**config.mk**
```make
export PLATFORM = sky130hd
export DESIGN_NAME = twowire_master
export DESIGN_NICKNAME = d
export VERILOG_FILES = /design/src/hdl/twowire_master.v
export VERILOG_INCLUDE_DIRS = /design/src /design/src/hdl
export SDC_FILE = /design/constraint.sdc
export NUM_CORES = 1
export LEC_CHECK = 0
export BUFFER_PORTS_ARGS = -buffer_cell sky130_fd_sc_hd__buf_2
export CAP_MARGIN = 20
export CORE_ASPECT_RATIO = 0.9
export CORE_MARGIN = 4
export CORE_UTILIZATION = 26
export CTS_CLUSTER_SIZE = 40
export DETAILED_ROUTE_END_ITERATION = 16
export SYNTH_ARGS = -nofsm -noshare
export SYNTH_HDL_FRONTEND = slang
export SYNTH_SLANG_ARGS = --single-unit
```
**constraint.sdc**
```tcl
create_clock -name CLK -period 2 [get_ports CLK]
set_input_delay 0.2 -clock CLK [delete_from_list [all_inputs] [get_ports CLK]]
set_output_delay 0.2 -clock CLK [all_outputs]
set_load 0.05 [all_outputs]
```
**src/hdl/twowire_consts.vh**
```
// constants for the two-wire byte master: register map, fields, timing
`ifndef TWOWIRE_CONSTS_VH
`define TWOWIRE_CONSTS_VH

// ----------------------------------------------------------------
// register indices, byte address is four times the index
// ----------------------------------------------------------------
`define IDX_CONTROL_STATUS 16'hE678
`define IDX_DATA           16'hE679
`define IDX_BUS_CONTROL    16'hE67A

// ----------------------------------------------------------------
// control-status fields
// ----------------------------------------------------------------
`define CS_START      7
`define CS_STOP       6
`define CS_FINAL_READ 5
`define CS_KIND_HI    4
`define CS_KIND_LO    3
`define CS_BUS_ERROR  2
`define CS_ACK        1
`define CS_DONE       0

// ----------------------------------------------------------------
// bus-control fields and reset value
// ----------------------------------------------------------------
`define BC_STOP_IRQ_EN 1
`define BC_FAST_RATE   0
`define BC_RESET       8'h00

// ----------------------------------------------------------------
// timing: quarter bit period in ns, clock rate in MHz
// ----------------------------------------------------------------
`define CLK_MHZ        20
`define SLOW_QUARTER_NS 2500
`define FAST_QUARTER_NS 625

`endif

```
**src/hdl/twowire_master.v**
```verilog
// two-wire byte master with an avalon-mm register slave
//
// Decided for this implementation: register access over Avalon-MM.
`timescale 1ns/1ps
`include "twowire_consts.vh"

module twowire_master (
  input  wire        CLK,
  input  wire        RST,
  input  wire [17:0] ADDRESS,
  input  wire [3:0]  BYTEENABLE,
  input  wire        READ,
  input  wire        WRITE,
  input  wire [31:0] WRITEDATA,
  output reg  [31:0] READDATA,
  output wire        WAITREQUEST,
  input  wire [1:0]  BOOT_PROM_KIND,
  input  wire        EXT_IRQ_CLR,
  output reg         IRQ,
  input  wire        SCL_I,
  output wire        SCL_O,
  output wire        SCL_OE,
  input  wire        SDA_I,
  output wire        SDA_O,
  output wire        SDA_OE
);

  // ----------------------------------------------------------------
  // constants
  // ----------------------------------------------------------------
  localparam [1:0] ST_IDLE  = 2'h0;
  localparam [1:0] ST_START = 2'h1;
  localparam [1:0] ST_BITS  = 2'h2;
  localparam [1:0] ST_STOP  = 2'h3;

  // least quarter period, so the bus never runs faster than named
  localparam integer SLOW_Q = (`SLOW_QUARTER_NS * `CLK_MHZ + 999) / 1000;
  localparam integer FAST_Q = (`FAST_QUARTER_NS * `CLK_MHZ + 999) / 1000;
  localparam [6:0]   SLOW_RELOAD = SLOW_Q[6:0] - 7'h01;
  localparam [6:0]   FAST_RELOAD = FAST_Q[6:0] - 7'h01;

  function hit;
    input [17:0] addr;
    input [15:0] idx;
    begin
      hit = (addr[17:2] == idx);
    end
  endfunction

  // ----------------------------------------------------------------
  // state
  // ----------------------------------------------------------------
  reg        ack_cycle_reg;
  reg        start_reg;
  reg        stop_reg;
  reg        stop_d_reg;
  reg        final_read_reg;
  reg        bus_error_reg;
  reg        ack_reg;
  reg        done_reg;
  reg [1:0]  kind_reg;
  reg        kind_taken_reg;
  reg        stop_ie_reg;
  reg        fast_reg;
  reg [7:0]  data_reg;
  reg [7:0]  shift_reg;
  reg        sample_reg;
  reg        xfer_read_reg;
  reg [1:0]  state_reg;
  reg [1:0]  phase_reg;
  reg [3:0]  bit_reg;
  reg        hold_reg;
  reg [6:0]  qcnt_reg;
  reg        scl_low_reg;
  reg        sda_low_reg;
  reg        scl_m_reg;
  reg        scl_s_reg;
  reg        sda_m_reg;
  reg        sda_s_reg;

  wire       acc     = (READ | WRITE) & ~ack_cycle_reg;
  wire       wr      = WRITE & BYTEENABLE[0];
  wire       hit_cs  = hit(ADDRESS, `IDX_CONTROL_STATUS);
  wire       hit_dat = hit(ADDRESS, `IDX_DATA);
  wire       hit_bc  = hit(ADDRESS, `IDX_BUS_CONTROL);
  wire       tick    = (qcnt_reg == 7'h00);
  wire       busy    = ~scl_s_reg | ~sda_s_reg;
  wire [7:0] cs_view = {start_reg, stop_reg, final_read_reg, kind_reg,
                        bus_error_reg, ack_reg, done_reg};

  // one wait cycle per access; effects happen on the first edge
  assign WAITREQUEST = (READ | WRITE) & ~ack_cycle_reg;

  // open-drain: only ever pull low
  // sole master on the lines
  // drive-low only
  assign SCL_O  = 1'b0;
  assign SDA_O  = 1'b0;
  assign SCL_OE = scl_low_reg;
  assign SDA_OE = sda_low_reg;

  // ----------------------------------------------------------------
  // pin synchronisers
  // ----------------------------------------------------------------
  always @(posedge CLK) begin
    if (RST) begin
      scl_m_reg <= 1'b1;
      scl_s_reg <= 1'b1;
      sda_m_reg <= 1'b1;
      sda_s_reg <= 1'b1;
    end else begin
      scl_m_reg <= SCL_I;
      scl_s_reg <= scl_m_reg;
      sda_m_reg <= SDA_I;
      sda_s_reg <= sda_m_reg;
    end
  end

  // ----------------------------------------------------------------
  // registers and byte engine
  // ----------------------------------------------------------------
  always @(posedge CLK) begin
    if (RST) begin
      ack_cycle_reg  <= 1'b0;
      READDATA       <= 32'h00000000;
      start_reg      <= 1'b0;
      stop_reg       <= 1'b0;
      stop_d_reg     <= 1'b0;
      final_read_reg <= 1'b0;
      bus_error_reg  <= 1'b0;
      ack_reg        <= 1'b0;
      done_reg       <= 1'b0;
      kind_reg       <= 2'h0;
      kind_taken_reg <= 1'b0;
      stop_ie_reg    <= 1'b0;
      fast_reg       <= 1'b0;
      data_reg       <= 8'h00;
      shift_reg      <= 8'h00;
      sample_reg     <= 1'b1;
      xfer_read_reg  <= 1'b0;
      state_reg      <= ST_IDLE;
      phase_reg      <= 2'h0;
      bit_reg        <= 4'h0;
      hold_reg       <= 1'b0;
      qcnt_reg       <= 7'h00;
      scl_low_reg    <= 1'b0;
      sda_low_reg    <= 1'b0;
      IRQ            <= 1'b0;
    end else begin
      ack_cycle_reg <= acc;
      stop_d_reg    <= stop_reg;

      // boot loader result caught once, after reset release
      // capture prom kind
      if (!kind_taken_reg) begin
        kind_reg       <= BOOT_PROM_KIND;
        kind_taken_reg <= 1'b1;
      end

      if (tick) begin
        qcnt_reg <= fast_reg ? FAST_RELOAD : SLOW_RELOAD;
      end else begin
        qcnt_reg <= qcnt_reg - 7'h01;
      end

      if ((acc & (hit_cs | hit_dat)) | EXT_IRQ_CLR) begin
        IRQ <= 1'b0;
      end

      if (acc) begin
        READDATA <= 32'h00000000;
        if (hit_cs) begin
          READDATA[7:0] <= cs_view;
        end else if (hit_dat) begin
          READDATA[7:0] <= data_reg;
        end else if (hit_bc) begin
          READDATA[1:0] <= {stop_ie_reg, fast_reg};
        end
        if (wr & hit_cs) begin
          start_reg      <= WRITEDATA[`CS_START];
          // stop may be set at any time
          stop_reg       <= WRITEDATA[`CS_STOP];
          final_read_reg <= WRITEDATA[`CS_FINAL_READ];
        end
        if (wr & hit_bc) begin
          stop_ie_reg <= WRITEDATA[`BC_STOP_IRQ_EN];
          fast_reg    <= WRITEDATA[`BC_FAST_RATE];
        end
        if (hit_dat) begin
          done_reg <= 1'b0;
          if (wr) begin
            data_reg <= WRITEDATA[7:0];
          end
          if (state_reg == ST_IDLE) begin
            if (bus_error_reg & busy) begin
              state_reg <= ST_IDLE;
            end else if (WRITE) begin
              shift_reg     <= WRITEDATA[7:0];
              xfer_read_reg <= 1'b0;
              phase_reg     <= 2'h0;
              bit_reg       <= 4'h0;
              state_reg     <= start_reg ? ST_START : ST_BITS;
            end else begin
              xfer_read_reg <= 1'b1;
              phase_reg     <= 2'h0;
              bit_reg       <= 4'h0;
              state_reg     <= ST_BITS;
            end
          end
        end
      end

      case (state_reg)
        ST_IDLE: begin
          // stop asked for after the byte already ended
          if (stop_reg & ~acc & tick) begin
            if (hold_reg) begin
              phase_reg <= 2'h0;
              state_reg <= ST_STOP;
            end else begin
              stop_reg <= 1'b0;
            end
          end
        end
        ST_START: begin
          if (tick) begin
            phase_reg <= phase_reg + 2'h1;
            case (phase_reg)
              2'h0: begin
                scl_low_reg <= 1'b1;
                sda_low_reg <= 1'b0;
              end
              2'h1: begin
                scl_low_reg <= 1'b0;
              end
              2'h2: begin
                sda_low_reg <= 1'b1;
              end
              default: begin
                scl_low_reg <= 1'b1;
                hold_reg    <= 1'b1;
                state_reg   <= ST_BITS;
              end
            endcase
          end
        end
        ST_BITS: begin
          if (tick) begin
            phase_reg <= phase_reg + 2'h1;
            case (phase_reg)
              2'h0: begin
                scl_low_reg <= 1'b1;
                if (bit_reg == 4'h8) begin
                  sda_low_reg <= xfer_read_reg & ~final_read_reg;
                end else begin
                  sda_low_reg <= ~xfer_read_reg & ~shift_reg[7];
                end
              end
              2'h1: begin
                scl_low_reg <= 1'b0;
              end
              2'h2: begin
                sample_reg <= sda_s_reg;
                // released line read low: someone else drives it
                // contention aborts the byte
                if (~xfer_read_reg & (bit_reg != 4'h8) & shift_reg[7] & ~sda_s_reg) begin
                  scl_low_reg   <= 1'b0;
                  sda_low_reg   <= 1'b0;
                  hold_reg      <= 1'b0;
                  bus_error_reg <= 1'b1;
                  done_reg      <= 1'b1;
                  IRQ           <= 1'b1;
                  start_reg     <= 1'b0;
                  state_reg     <= ST_IDLE;
                end
              end
              default: begin
                scl_low_reg <= 1'b1;
                hold_reg    <= 1'b1;
                if (bit_reg == 4'h8) begin
                  if (!xfer_read_reg) begin
                    ack_reg <= ~sample_reg;
                  end else begin
                    data_reg <= shift_reg;
                  end
                  done_reg       <= 1'b1;
                  IRQ            <= 1'b1;
                  bus_error_reg  <= 1'b0;
                  start_reg      <= 1'b0;
                  final_read_reg <= 1'b0;
                  sda_low_reg    <= 1'b0;
                  state_reg      <= stop_reg ? ST_STOP : ST_IDLE;
                end else begin
                  shift_reg <= {shift_reg[6:0], sample_reg};
                  bit_reg   <= bit_reg + 4'h1;
                end
              end
            endcase
          end
        end
        ST_STOP: begin
          if (tick) begin
            phase_reg <= phase_reg + 2'h1;
            case (phase_reg)
              2'h0: begin
                scl_low_reg <= 1'b1;
                sda_low_reg <= 1'b1;
              end
              2'h1: begin
                scl_low_reg <= 1'b0;
              end
              2'h2: begin
                sda_low_reg <= 1'b0;
              end
              default: begin
                // stop flag clears when stop is done
                stop_reg  <= 1'b0;
                hold_reg  <= 1'b0;
                state_reg <= ST_IDLE;
              end
            endcase
          end
        end
        default: begin
          state_reg <= ST_IDLE;
        end
      endcase

      if (stop_d_reg & ~stop_reg & stop_ie_reg) begin
        IRQ <= 1'b1;
      end
    end
  end

endmodule

```
==> out/qor.txt, run 1 <==
Reg2reg start - qcnt_reg[4]
I/O pins - 101
Most frequent cells in the layout - dfxtp_1, buf_2, nand2_1
Tmin final - 1.943 ns
Post-Syn Area - 0.003366 mm2
Fraction of layout cells with a size suffix above 1 - 23.64%
Final Skew - 0.008263 ns
GP Congestion - 0.8326
Via/cell ratio - 4.790
Global-route usage over all layers - 12.10%
Worst-Margin Slew - 0.5796 ns
CTS tree - done
Latest clock arrival within the worst-skew pair - 0.33 ns
Synth Instances - 394
# nets final - 531
Critical Path AT - 2.15 ns
CTS buffer count - 9
Post-synth EDFFs - 0
Required time worst endpoint - 2.21 ns
Die area - 0.01483 mm2
Buffers & Inverters on Critical Path - 1
Routed len/inst - 14.23 um
Final hold violations - 0
Root buf cell - clkbuf_16
Fmax - 514.5 MHz
Number of global-route vias before repair - 2852
Initial DRC Count - 164
CTS Buffer Depth - 2
Hpwl dp - 6696 um
Worst setup EP type - flop
DRT Wirelength - 8896 um
Power per cell area - 869.4 mW/mm2
Max transition margin - 61.07%
Gr ovfl total - 0
CTS Sinks - 62
Clock-pin slew on the worst setup and hold paths - 0.06 ns
Register area share after synthesis - 36.88%
Area post-placement - 0.003824 mm2
Max-Cap Viols - 0
Fin. max-slew vios - 0
Post-route ant nets - 0
Area Overhead vs Synth - 24.05%
Design Area, Final - 0.004175 mm2
Critical path class - reg -> reg
Core area - 0.01269 mm2
Hold Slack - 0.06169 ns
Biggest cell delay along the critical path - 0.50 ns
Crit-path slowest cell - nor3_1
H-tree Lvls - 3
Netlist cell types - 56
Hold_sp - SDA_I
Post-route DRC - 0
Post-synth top flop - dfxtp_1
Leak pwr - 1.718 nW
Run status - finished, final reports clean
Synthesized flop and latch total - 62
Largest net degree at the start of global routing - 29
Crit start category - flop
Crit path max-delay family - simple AND/OR/NAND/NOR gates
TNS Setup - 0 ns
Initial antenna violation count - 0
Crit-path cells - nor3_1, nand3_2, or3_1, buf_4, nor2_1, a211oi_2
Row cnt - 39
Drt pass-1 iters - 4
Final Setup Violations - 0
Routed vias - 2994
Starting Density - 26.53%
Wire length of the first global-routing pass - 14460 um
Inserted Diodes - 0
Most common cell after layout, fill and taps aside - dfxtp_1
Min-Delay Path Class - in -> reg
Post-Syn Area per Cell - 8.542 um2
Chip width - 127.9 um
Async set-or-reset flop fraction in the synthesized netlist - 0%
Number of synthesis warnings - 0
Port bufs - 45
Crit Path Max Fanout - 16
Crit share post-route - 97.17%
Unrepaired setup endpoints after global routing - yes
Worst Setup SP - qcnt_reg[4]
Die H - 115.9 um
Max VDD drop - 0.4101 mV
-- routing by layer --
layer  routed length [um]  vias up  GRT usage (%)
met2                 4099      108          19.19
met1                 4166     1403          16.41
li1                     -     1475              -
met3                  507        8          2.811
met4                  123        0          3.748
met5                    0        -              0
-- cells by family after synthesis --
kind of cell	synth area share [%]
compound gates	15.39
xor+xnor	1.041
fa+ha+maj	4.461
buf+inv	9.628
flops	36.88
mux	9.257
other cells	0.1114
simple gates	23.23
-- per-stage QoR --
step                total power, mW  worst slack [ns]  cells  util [%]
floorplan                     1.796          0.006037    419         -
global placement              1.935          -0.07471    608     30.14
detailed placement            1.956           -0.1138    608     30.14
CTS                           3.630          0.007522    624     32.66
global route                  3.780          -0.04218    625     32.91
finish                        3.630           0.05651    625     32.91
-- cell usage after synthesis (all sizes together), types with 3 or more instances --
cell	instances	area share, %
a31oi	7	1.3
ha	12	4.5
xnor2	3	0.78
or4	3	0.78
nand2	40	4.5
o21ai	10	1.5
dfxtp	62	37
nand2b	3	0.56
nor4	4	0.74
buf	28	6.1
clkbuf	19	2.2
nand4b	3	1.2
nor2	37	4.1
mux2i	30	8.9
nor3	13	1.9
a21oi	18	2.7
inv	10	1.1
a22oi	3	0.67
a211oi	17	3.8
or3	6	1.1
a21boi	3	0.67
o31ai	3	0.67
nand3b	6	1.3
o21a	3	0.67
or2	5	0.93
nand3	11	1.6
-- final cells by class --
cell class	instances	area, um2
fillers	1312	8512
multi-input cells	298	1926
flip-flops and latches	62	1244
repair buffers	73	435.4
clock buffers	9	225.2
well taps	164	205.2
clock inverters	7	95.09
inverters	12	45.04
-- power breakdown --
| part | total [mW] | switching (mW) | internal [mW] |
|---|---|---|---|
| Sequential | 1.35 | 0.0531 | 1.29 |
| Combinational | 0.619 | 0.380 | 0.239 |
| Clock | 1.66 | 0.571 | 1.09 |
-- final timing paths --
| kind | to | slack [ns] | depth (start not counted) |
|---|---|---|---|
| max | data_reg[4] | 0.06 | 6 |
| min | sda_m_reg | 0.06 | 2 |
| max reg2reg | data_reg[4] | 0.06 | 6 |
| min reg2reg | sda_s_reg | 0.42 | 1 |
-- timing repair --
item	in CTS	in global routing
gates resized for setup	0	7
hold endpoints to repair	0	0
hold buffers	0	0
setup endpoints to repair	0	12
buffers inserted	0	1
No activity file was read; power rests on OpenSTA's default activity.
==> run 2, diff against run 1 <==
--- a/config.mk
+++ b/config.mk
@@ -10,7 +10,7 @@
 export CAP_MARGIN = 20
 export CORE_ASPECT_RATIO = 0.9
 export CORE_MARGIN = 4
-export CORE_UTILIZATION = 26
+export CORE_UTILIZATION = 35
 export CTS_CLUSTER_SIZE = 40
 export DETAILED_ROUTE_END_ITERATION = 16
 export SYNTH_ARGS = -nofsm -noshare
==> out/qor.txt, run 2 (same netlist as run 1, synthesis figures left out) <==
Run status - finished, final reports clean
Most common cell after layout, fill and taps aside - dfxtp_1
Clock network power share - 34.4% (-12 points)
TNS Setup - 0 ns (unchanged)
Routed vias - 2908 (-2.9%)
DRT Wirelength - 8176 um (-8.1%)
Most frequent cells in the layout - dfxtp_1, buf_2, nand2_1
Biggest cell delay along the critical path - 0.41 ns (-0.09 ns)
Die area - 0.01125 mm2 (-24%)
Latest clock arrival within the worst-skew pair - 0.34 ns (about the same)
Fraction of layout cells with a size suffix above 1 - 24.89% (+1.2 points)
Setup ws final - 0.1348 ns (+0.07830 ns)
Gr ovfl total - 0 (unchanged)
Global-route usage over all layers - 14.76% (+2.7 points)
Die H - 101.0 um (-13%)
Worst setup EP type - flop
Switching pwr - 925.2 uW (-7.8%)
CTS tree - done
Post-route ant nets - 0 (unchanged)
Worst-Margin Slew - 0.6077 ns (+0.02814 ns)
Number of global-route vias before repair - 2790 (-2.2%)
Inserted Diodes - 0 (unchanged)
Crit start category - flop
Initial antenna violation count - 0 (unchanged)
Worst slack at placement - -0.1157 ns (-0.001942 ns)
GP Congestion - 0.8791 (+5.6%)
CTS buffer count - 9 (unchanged)
Clock-pin slew on the worst setup and hold paths - 0.07 ns (about the same)
Final core utilization - 43.70% (+11 points)
Root buf cell - clkbuf_8
Required time worst endpoint - 2.22 ns (about the same)
Port bufs - 45 (unchanged)
# nets final - 536 (+0.94%)
Chip width - 111.4 um (-13%)
Combinational Power Share - 20.5% (+3.4 points)
FF-to-FF path depth - 6 (unchanged)
Wire length of the first global-routing pass - 13540 um (-6.4%)
Starting Density - 36.39% (+9.9 points)
Reg2reg start - qcnt_reg[0]
Max-Cap Viols - 0 (unchanged)
Max transition margin - 59.12% (-1.9 points)
Design internal power - 2.055 mW (-22%)
Leak pwr - 1.675 nW (-2.6%)
Crit-path cells - inv_1, ha_1, nor3b_4, nand2_2, or3_1, o311a_1
Hold Path Stages - 2 (unchanged)
CTS Sinks - 62 (unchanged)
Fin. max-slew vios - 0 (unchanged)
Sequential Power Share - 45.2% (+8.1 points)
Row cnt - 33 (-15%)
Crit-path slowest cell - or3_1
R2R Path End - SDA_OE
Routed len/inst - 13.90 um (-2.3%)
Power per cell area - 737.3 mW/mm2 (-15%)
Final Setup Violations - 0 (unchanged)
Via/cell ratio - 4.946 (+3.2%)
Final hold violations - 0 (unchanged)
Net switching fraction of the power - 31.05% (+3.4 points)
Hold Path End - sda_m_reg
Drt pass-1 iters - 4 (unchanged)
Area Overhead vs Synth - 20.07%
Largest net degree at the start of global routing - 29 (unchanged)
Max VDD drop - 0.4420 mV (+7.8%)
R2R Setup Slk - 0.13 ns (+0.08 ns)
Hold_sp - SDA_I
Initial DRC Count - 171 (+4.3%)
Post-route DRC - 0 (unchanged)
Critical Path AT - 2.09 ns (-0.06 ns)
Unrepaired setup endpoints after global routing - yes
Min-Delay Path Class - in -> reg
Worst Setup SP - qcnt_reg[0]
Final Skew - 0.007697 ns (-0.0005658 ns)
CTS Buffer Depth - 2 (unchanged)
Hpwl dp - 6065 um (-9.4%)
Core area - 0.009249 mm2 (-27%)
H-tree Lvls - 3 (unchanged)
Crit Path Max Fanout - 5 (-11)
Fmax - 536.1 MHz (+4.2%)
Hold Slack - 0.04579 ns (-0.01590 ns)
Tmin final - 1.865 ns (-0.07830 ns)
Crit share post-route - 93.26% (-3.9 points)
I/O pins - 101 (unchanged)
Critical path class - reg -> reg
## run 2: area by class of cell
class	count	area [um2]
fill	937	5207
tap	122	152.6
sequential	62	1244
multi-input combinational	298	1941
inverter	12	45.04
clock buffer	12	155.1
clock inverter	4	31.28
timing repair buffer	78	473.0
## run 2: what timing repair did
item                                    in CTS  in global routing
gates resized for setup                      0                 12
endpoints found under the setup margin       0                 17
hold buffers                                 0                  0
endpoints found under the hold margin        0                  0
buffers inserted                             0                  3
## run 2: routing by layer
layer	wire (um)	vias to the layer above	global-route usage, %	part of all wire (%)
met4	72	0	4.022	0.88
met1	4034	1329	20.64	49
li1	-	1481	-	-
met2	3487	92	21.88	43
met3	582	6	4.742	7.1
met5	0	-	0	0
## run 2: stage by stage
step                std cells  total power, mW  area [um2]
CTS                       585            2.968        3980
detailed placement        569            1.941        3794
finish                    588            2.980        4041
floorplan                 419            1.796        3482
global placement          569            1.934        3794
global route              588            3.131        4041
## run 2: how the worst max path moves through the flow
| stage | end | slack, ns | depth (start not counted) |
|---|---|---|---|
| after floorplan | data_reg[6] | 0.006 | 9 |
| after global placement | shift_reg[3] | -0.08 | 6 |
| after detailed placement | shift_reg[4] | -0.12 | 6 |
| after CTS | IRQ | 0.04 | 8 |
| after global routing | IRQ | 0.003 | 8 |
| final | SDA_OE | 0.13 | 6 |
## run 2: worst max-delay path, delay by kind of cell (launching register included)
kind	cells	cell delay, ns
simple gates	3	0.84
fa+ha+maj	1	0.18
compound gates	1	0.36
buf+inv	1	0.06
flops	1	0.33
## run 2: power groups by stage
stage | clock (mW) | combinational (mW) | sequential [mW]
2_1_floorplan | 0 | 0.435 | 1.36
3_3_place_gp | 0 | 0.564 | 1.37
3_5_place_dp | 0 | 0.567 | 1.37
4_1_cts | 1.05 | 0.573 | 1.34
5_1_grt | 1.12 | 0.661 | 1.35
6_report | 1.02 | 0.610 | 1.35
==> run 3, diff against run 2 <==
--- a/config.mk
+++ b/config.mk
@@ -13,6 +13,8 @@
 export CORE_UTILIZATION = 35
 export CTS_CLUSTER_SIZE = 40
 export DETAILED_ROUTE_END_ITERATION = 16
+export PLACE_DENSITY_LB_ADDON = 0.2
 export SYNTH_ARGS = -nofsm -noshare
 export SYNTH_HDL_FRONTEND = slang
 export SYNTH_SLANG_ARGS = --single-unit
+export TNS_END_PERCENT = 1
==> out/qor.txt, run 3 (same netlist as run 1, synthesis figures left out) <==
Core area - 0.009249 mm2 (unchanged)
Buffers & Inverters on Critical Path - 1 (unchanged)
Leak pwr - 1.699 nW (+1.4%)
Required time worst endpoint - 2.22 ns (about the same)
CTS buffer count - 9 (unchanged)
Final hold violations - 0 (unchanged)
Row cnt - 33 (unchanged)
Largest net degree at the start of global routing - 29 (unchanged)
Fin. max-slew vios - 0 (unchanged)
Post-route ant nets - 0 (unchanged)
Tmin final - 1.922 ns (+0.05675 ns)
Critical path class - reg -> reg
Final core utilization - 43.95% (+0.26 points)
Hpwl dp - 6265 um (+3.3%)
Unrepaired setup endpoints after global routing - yes
Final Skew - 0.009720 ns (+0.002023 ns)
Run status - finished, final reports clean
CTS tree - done
Max-Cap Viols - 0 (unchanged)
FF-to-FF path depth - 6 (unchanged)
Gr ovfl total - 0 (unchanged)
CTS Buffer Depth - 2 (unchanged)
Wire length of the first global-routing pass - 13830 um (+2.2%)
Design Area, Final - 0.004065 mm2 (+0.59%)
Clock-pin slew on the worst setup and hold paths - 0.07 ns (about the same)
Worst Setup SP - phase_reg[0]
Most frequent cells in the layout - dfxtp_1, buf_2, nand2_1
Most common cell after layout, fill and taps aside - dfxtp_1
Power per cell area - 747.5 mW/mm2 (+1.4%)
Latest clock arrival within the worst-skew pair - 0.34 ns (about the same)
Crit-path cells - inv_1, ha_1, or2_2, or3_1, a221oi_2, a21oi_1
Biggest cell delay along the critical path - 0.41 ns (about the same)
Port bufs - 45 (unchanged)
Routed vias - 2938 (+1.0%)
Fraction of layout cells with a size suffix above 1 - 23.77% (-1.1 points)
Levels on crit path - 6 (unchanged)
# nets final - 537 (+0.19%)
Worst-Margin Slew - 0.5862 ns (-0.02154 ns)
Min-Delay Path Class - in -> reg
Number of global-route vias before repair - 2748 (-1.5%)
Inserted Diodes - 0 (unchanged)
Post-Layout Cell Count - 589 (+0.17%)
Routed len/inst - 14.06 um (+1.1%)
I/O pins - 101 (unchanged)
DRT Wirelength - 8284 um (+1.3%)
Crit-path slowest cell - or3_1
Initial antenna violation count - 0 (unchanged)
Max VDD drop - 0.3325 mV (-25%)
Worst setup EP type - flop
Reg2reg start - phase_reg[0]
Final Setup Violations - 0 (unchanged)
Critical Path AT - 2.14 ns (+0.05 ns)
Worst slack at placement - -0.2707 ns (-0.1550 ns)
Via/cell ratio - 4.988 (+0.86%)
Area post-placement - 0.003825 mm2 (+0.82%)
Post-route DRC - 0 (unchanged)
Crit path max-delay family - simple AND/OR/NAND/NOR gates
Crit share post-route - 96.10% (+2.8 points)
Crit start category - flop
Die H - 101.0 um (unchanged)
Chip width - 111.4 um (unchanged)
TNS Setup - 0 ns (unchanged)
Crit path capture - state_reg[0]
Crit Path Max Fanout - 4 (-1)
R2R Setup Slk - 0.08 ns (-0.06 ns)
GP Congestion - 0.8064 (-8.3%)
Fmax - 520.3 MHz (-3.0%)
Initial DRC Count - 210 (+23%)
Drt pass-1 iters - 4 (unchanged)
Root buf cell - clkbuf_8
Max transition margin - 60.57% (+1.4 points)
Starting Density - 36.39% (unchanged)
Global-route usage over all layers - 15.21% (+0.45 points)
H-tree Lvls - 3 (unchanged)
Die area - 0.01125 mm2 (unchanged)
Placed insts - 572 (+0.53%)
CTS Sinks - 62 (unchanged)
R2R Path End - state_reg[0]
Area Overhead vs Synth - 20.78%
Setup ws final - 0.07806 ns (-0.05675 ns)
## run 3: final cells by class
cell class | instances | area (um2)
multi-input combinational | 298 | 1928
tap | 122 | 152.6
sequential | 62 | 1241
fill | 953 | 5184
inverter | 12 | 45.04
clock buffer | 13 | 158.9
clock inverter | 3 | 42.54
timing repair buffer | 79 | 496.7
## run 3: what timing repair did
item                       in CTS  in global routing
pin swaps                       0                  1
resized for setup               1                  7
setup endpoints to repair       8                 20
hold buffers                    0                  0
buffers inserted                0                  1
cloned                          0                  0
## run 3: how the worst min path moves through the flow
stage | from | to | slack (ns) | cells after the start
final | SCL_I | scl_m_reg | 0.04 | 2
after global routing | SDA_I | sda_m_reg | 0.02 | 2
after CTS | SDA_I | sda_m_reg | 0.02 | 2
after detailed placement | SDA_I | sda_m_reg | 0.39 | 2
after global placement | SCL_I | scl_m_reg | 0.38 | 2
after floorplan | SCL_I | scl_m_reg | 0.30 | 1
## run 3: through the flow
| stage | hold slack [ns] | total power [mW] |
|---|---|---|
| finish | 0.03785 | 3.039 |
| global route | 0.01556 | 3.199 |
| CTS | 0.01810 | 3.061 |
| detailed placement | 0.3853 | 1.916 |
| global placement | 0.3819 | 1.907 |
| floorplan | 0.3038 | 1.795 |
## run 3: routing by layer
metal  share of wire, %  vias up  routed length (um)  track usage (%)
li1                   -     1492                   -                -
met1                 49     1350                4022            21.38
met2                 43       92                3577            22.58
met3                7.4        4                 616            4.262
met4               0.82        0                  68            4.771
met5                  0        -                   0                0
## run 3: power breakdown
group | internal [mW] | leakage (nW) | total, mW | switching, mW
sequential | 1.29 | 0.503 | 1.34 | 0.0504
clock | 0.643 | 0.0996 | 1.13 | 0.487
combinational | 0.215 | 1.10 | 0.568 | 0.352
total | 2.15 | 1.70 | 3.04 | 0.889
## run 3: worst reg2reg max path: cells and delay by family (launching register included)
kind / cells / cell delay [ns]
flip-flops: 1 / 0.38
buffers and inverters: 1 / 0.10
AO/OA/AOI/OAI: 2 / 0.37
adder cells (fa/ha/maj): 1 / 0.21
AND/OR/NAND/NOR: 2 / 0.74
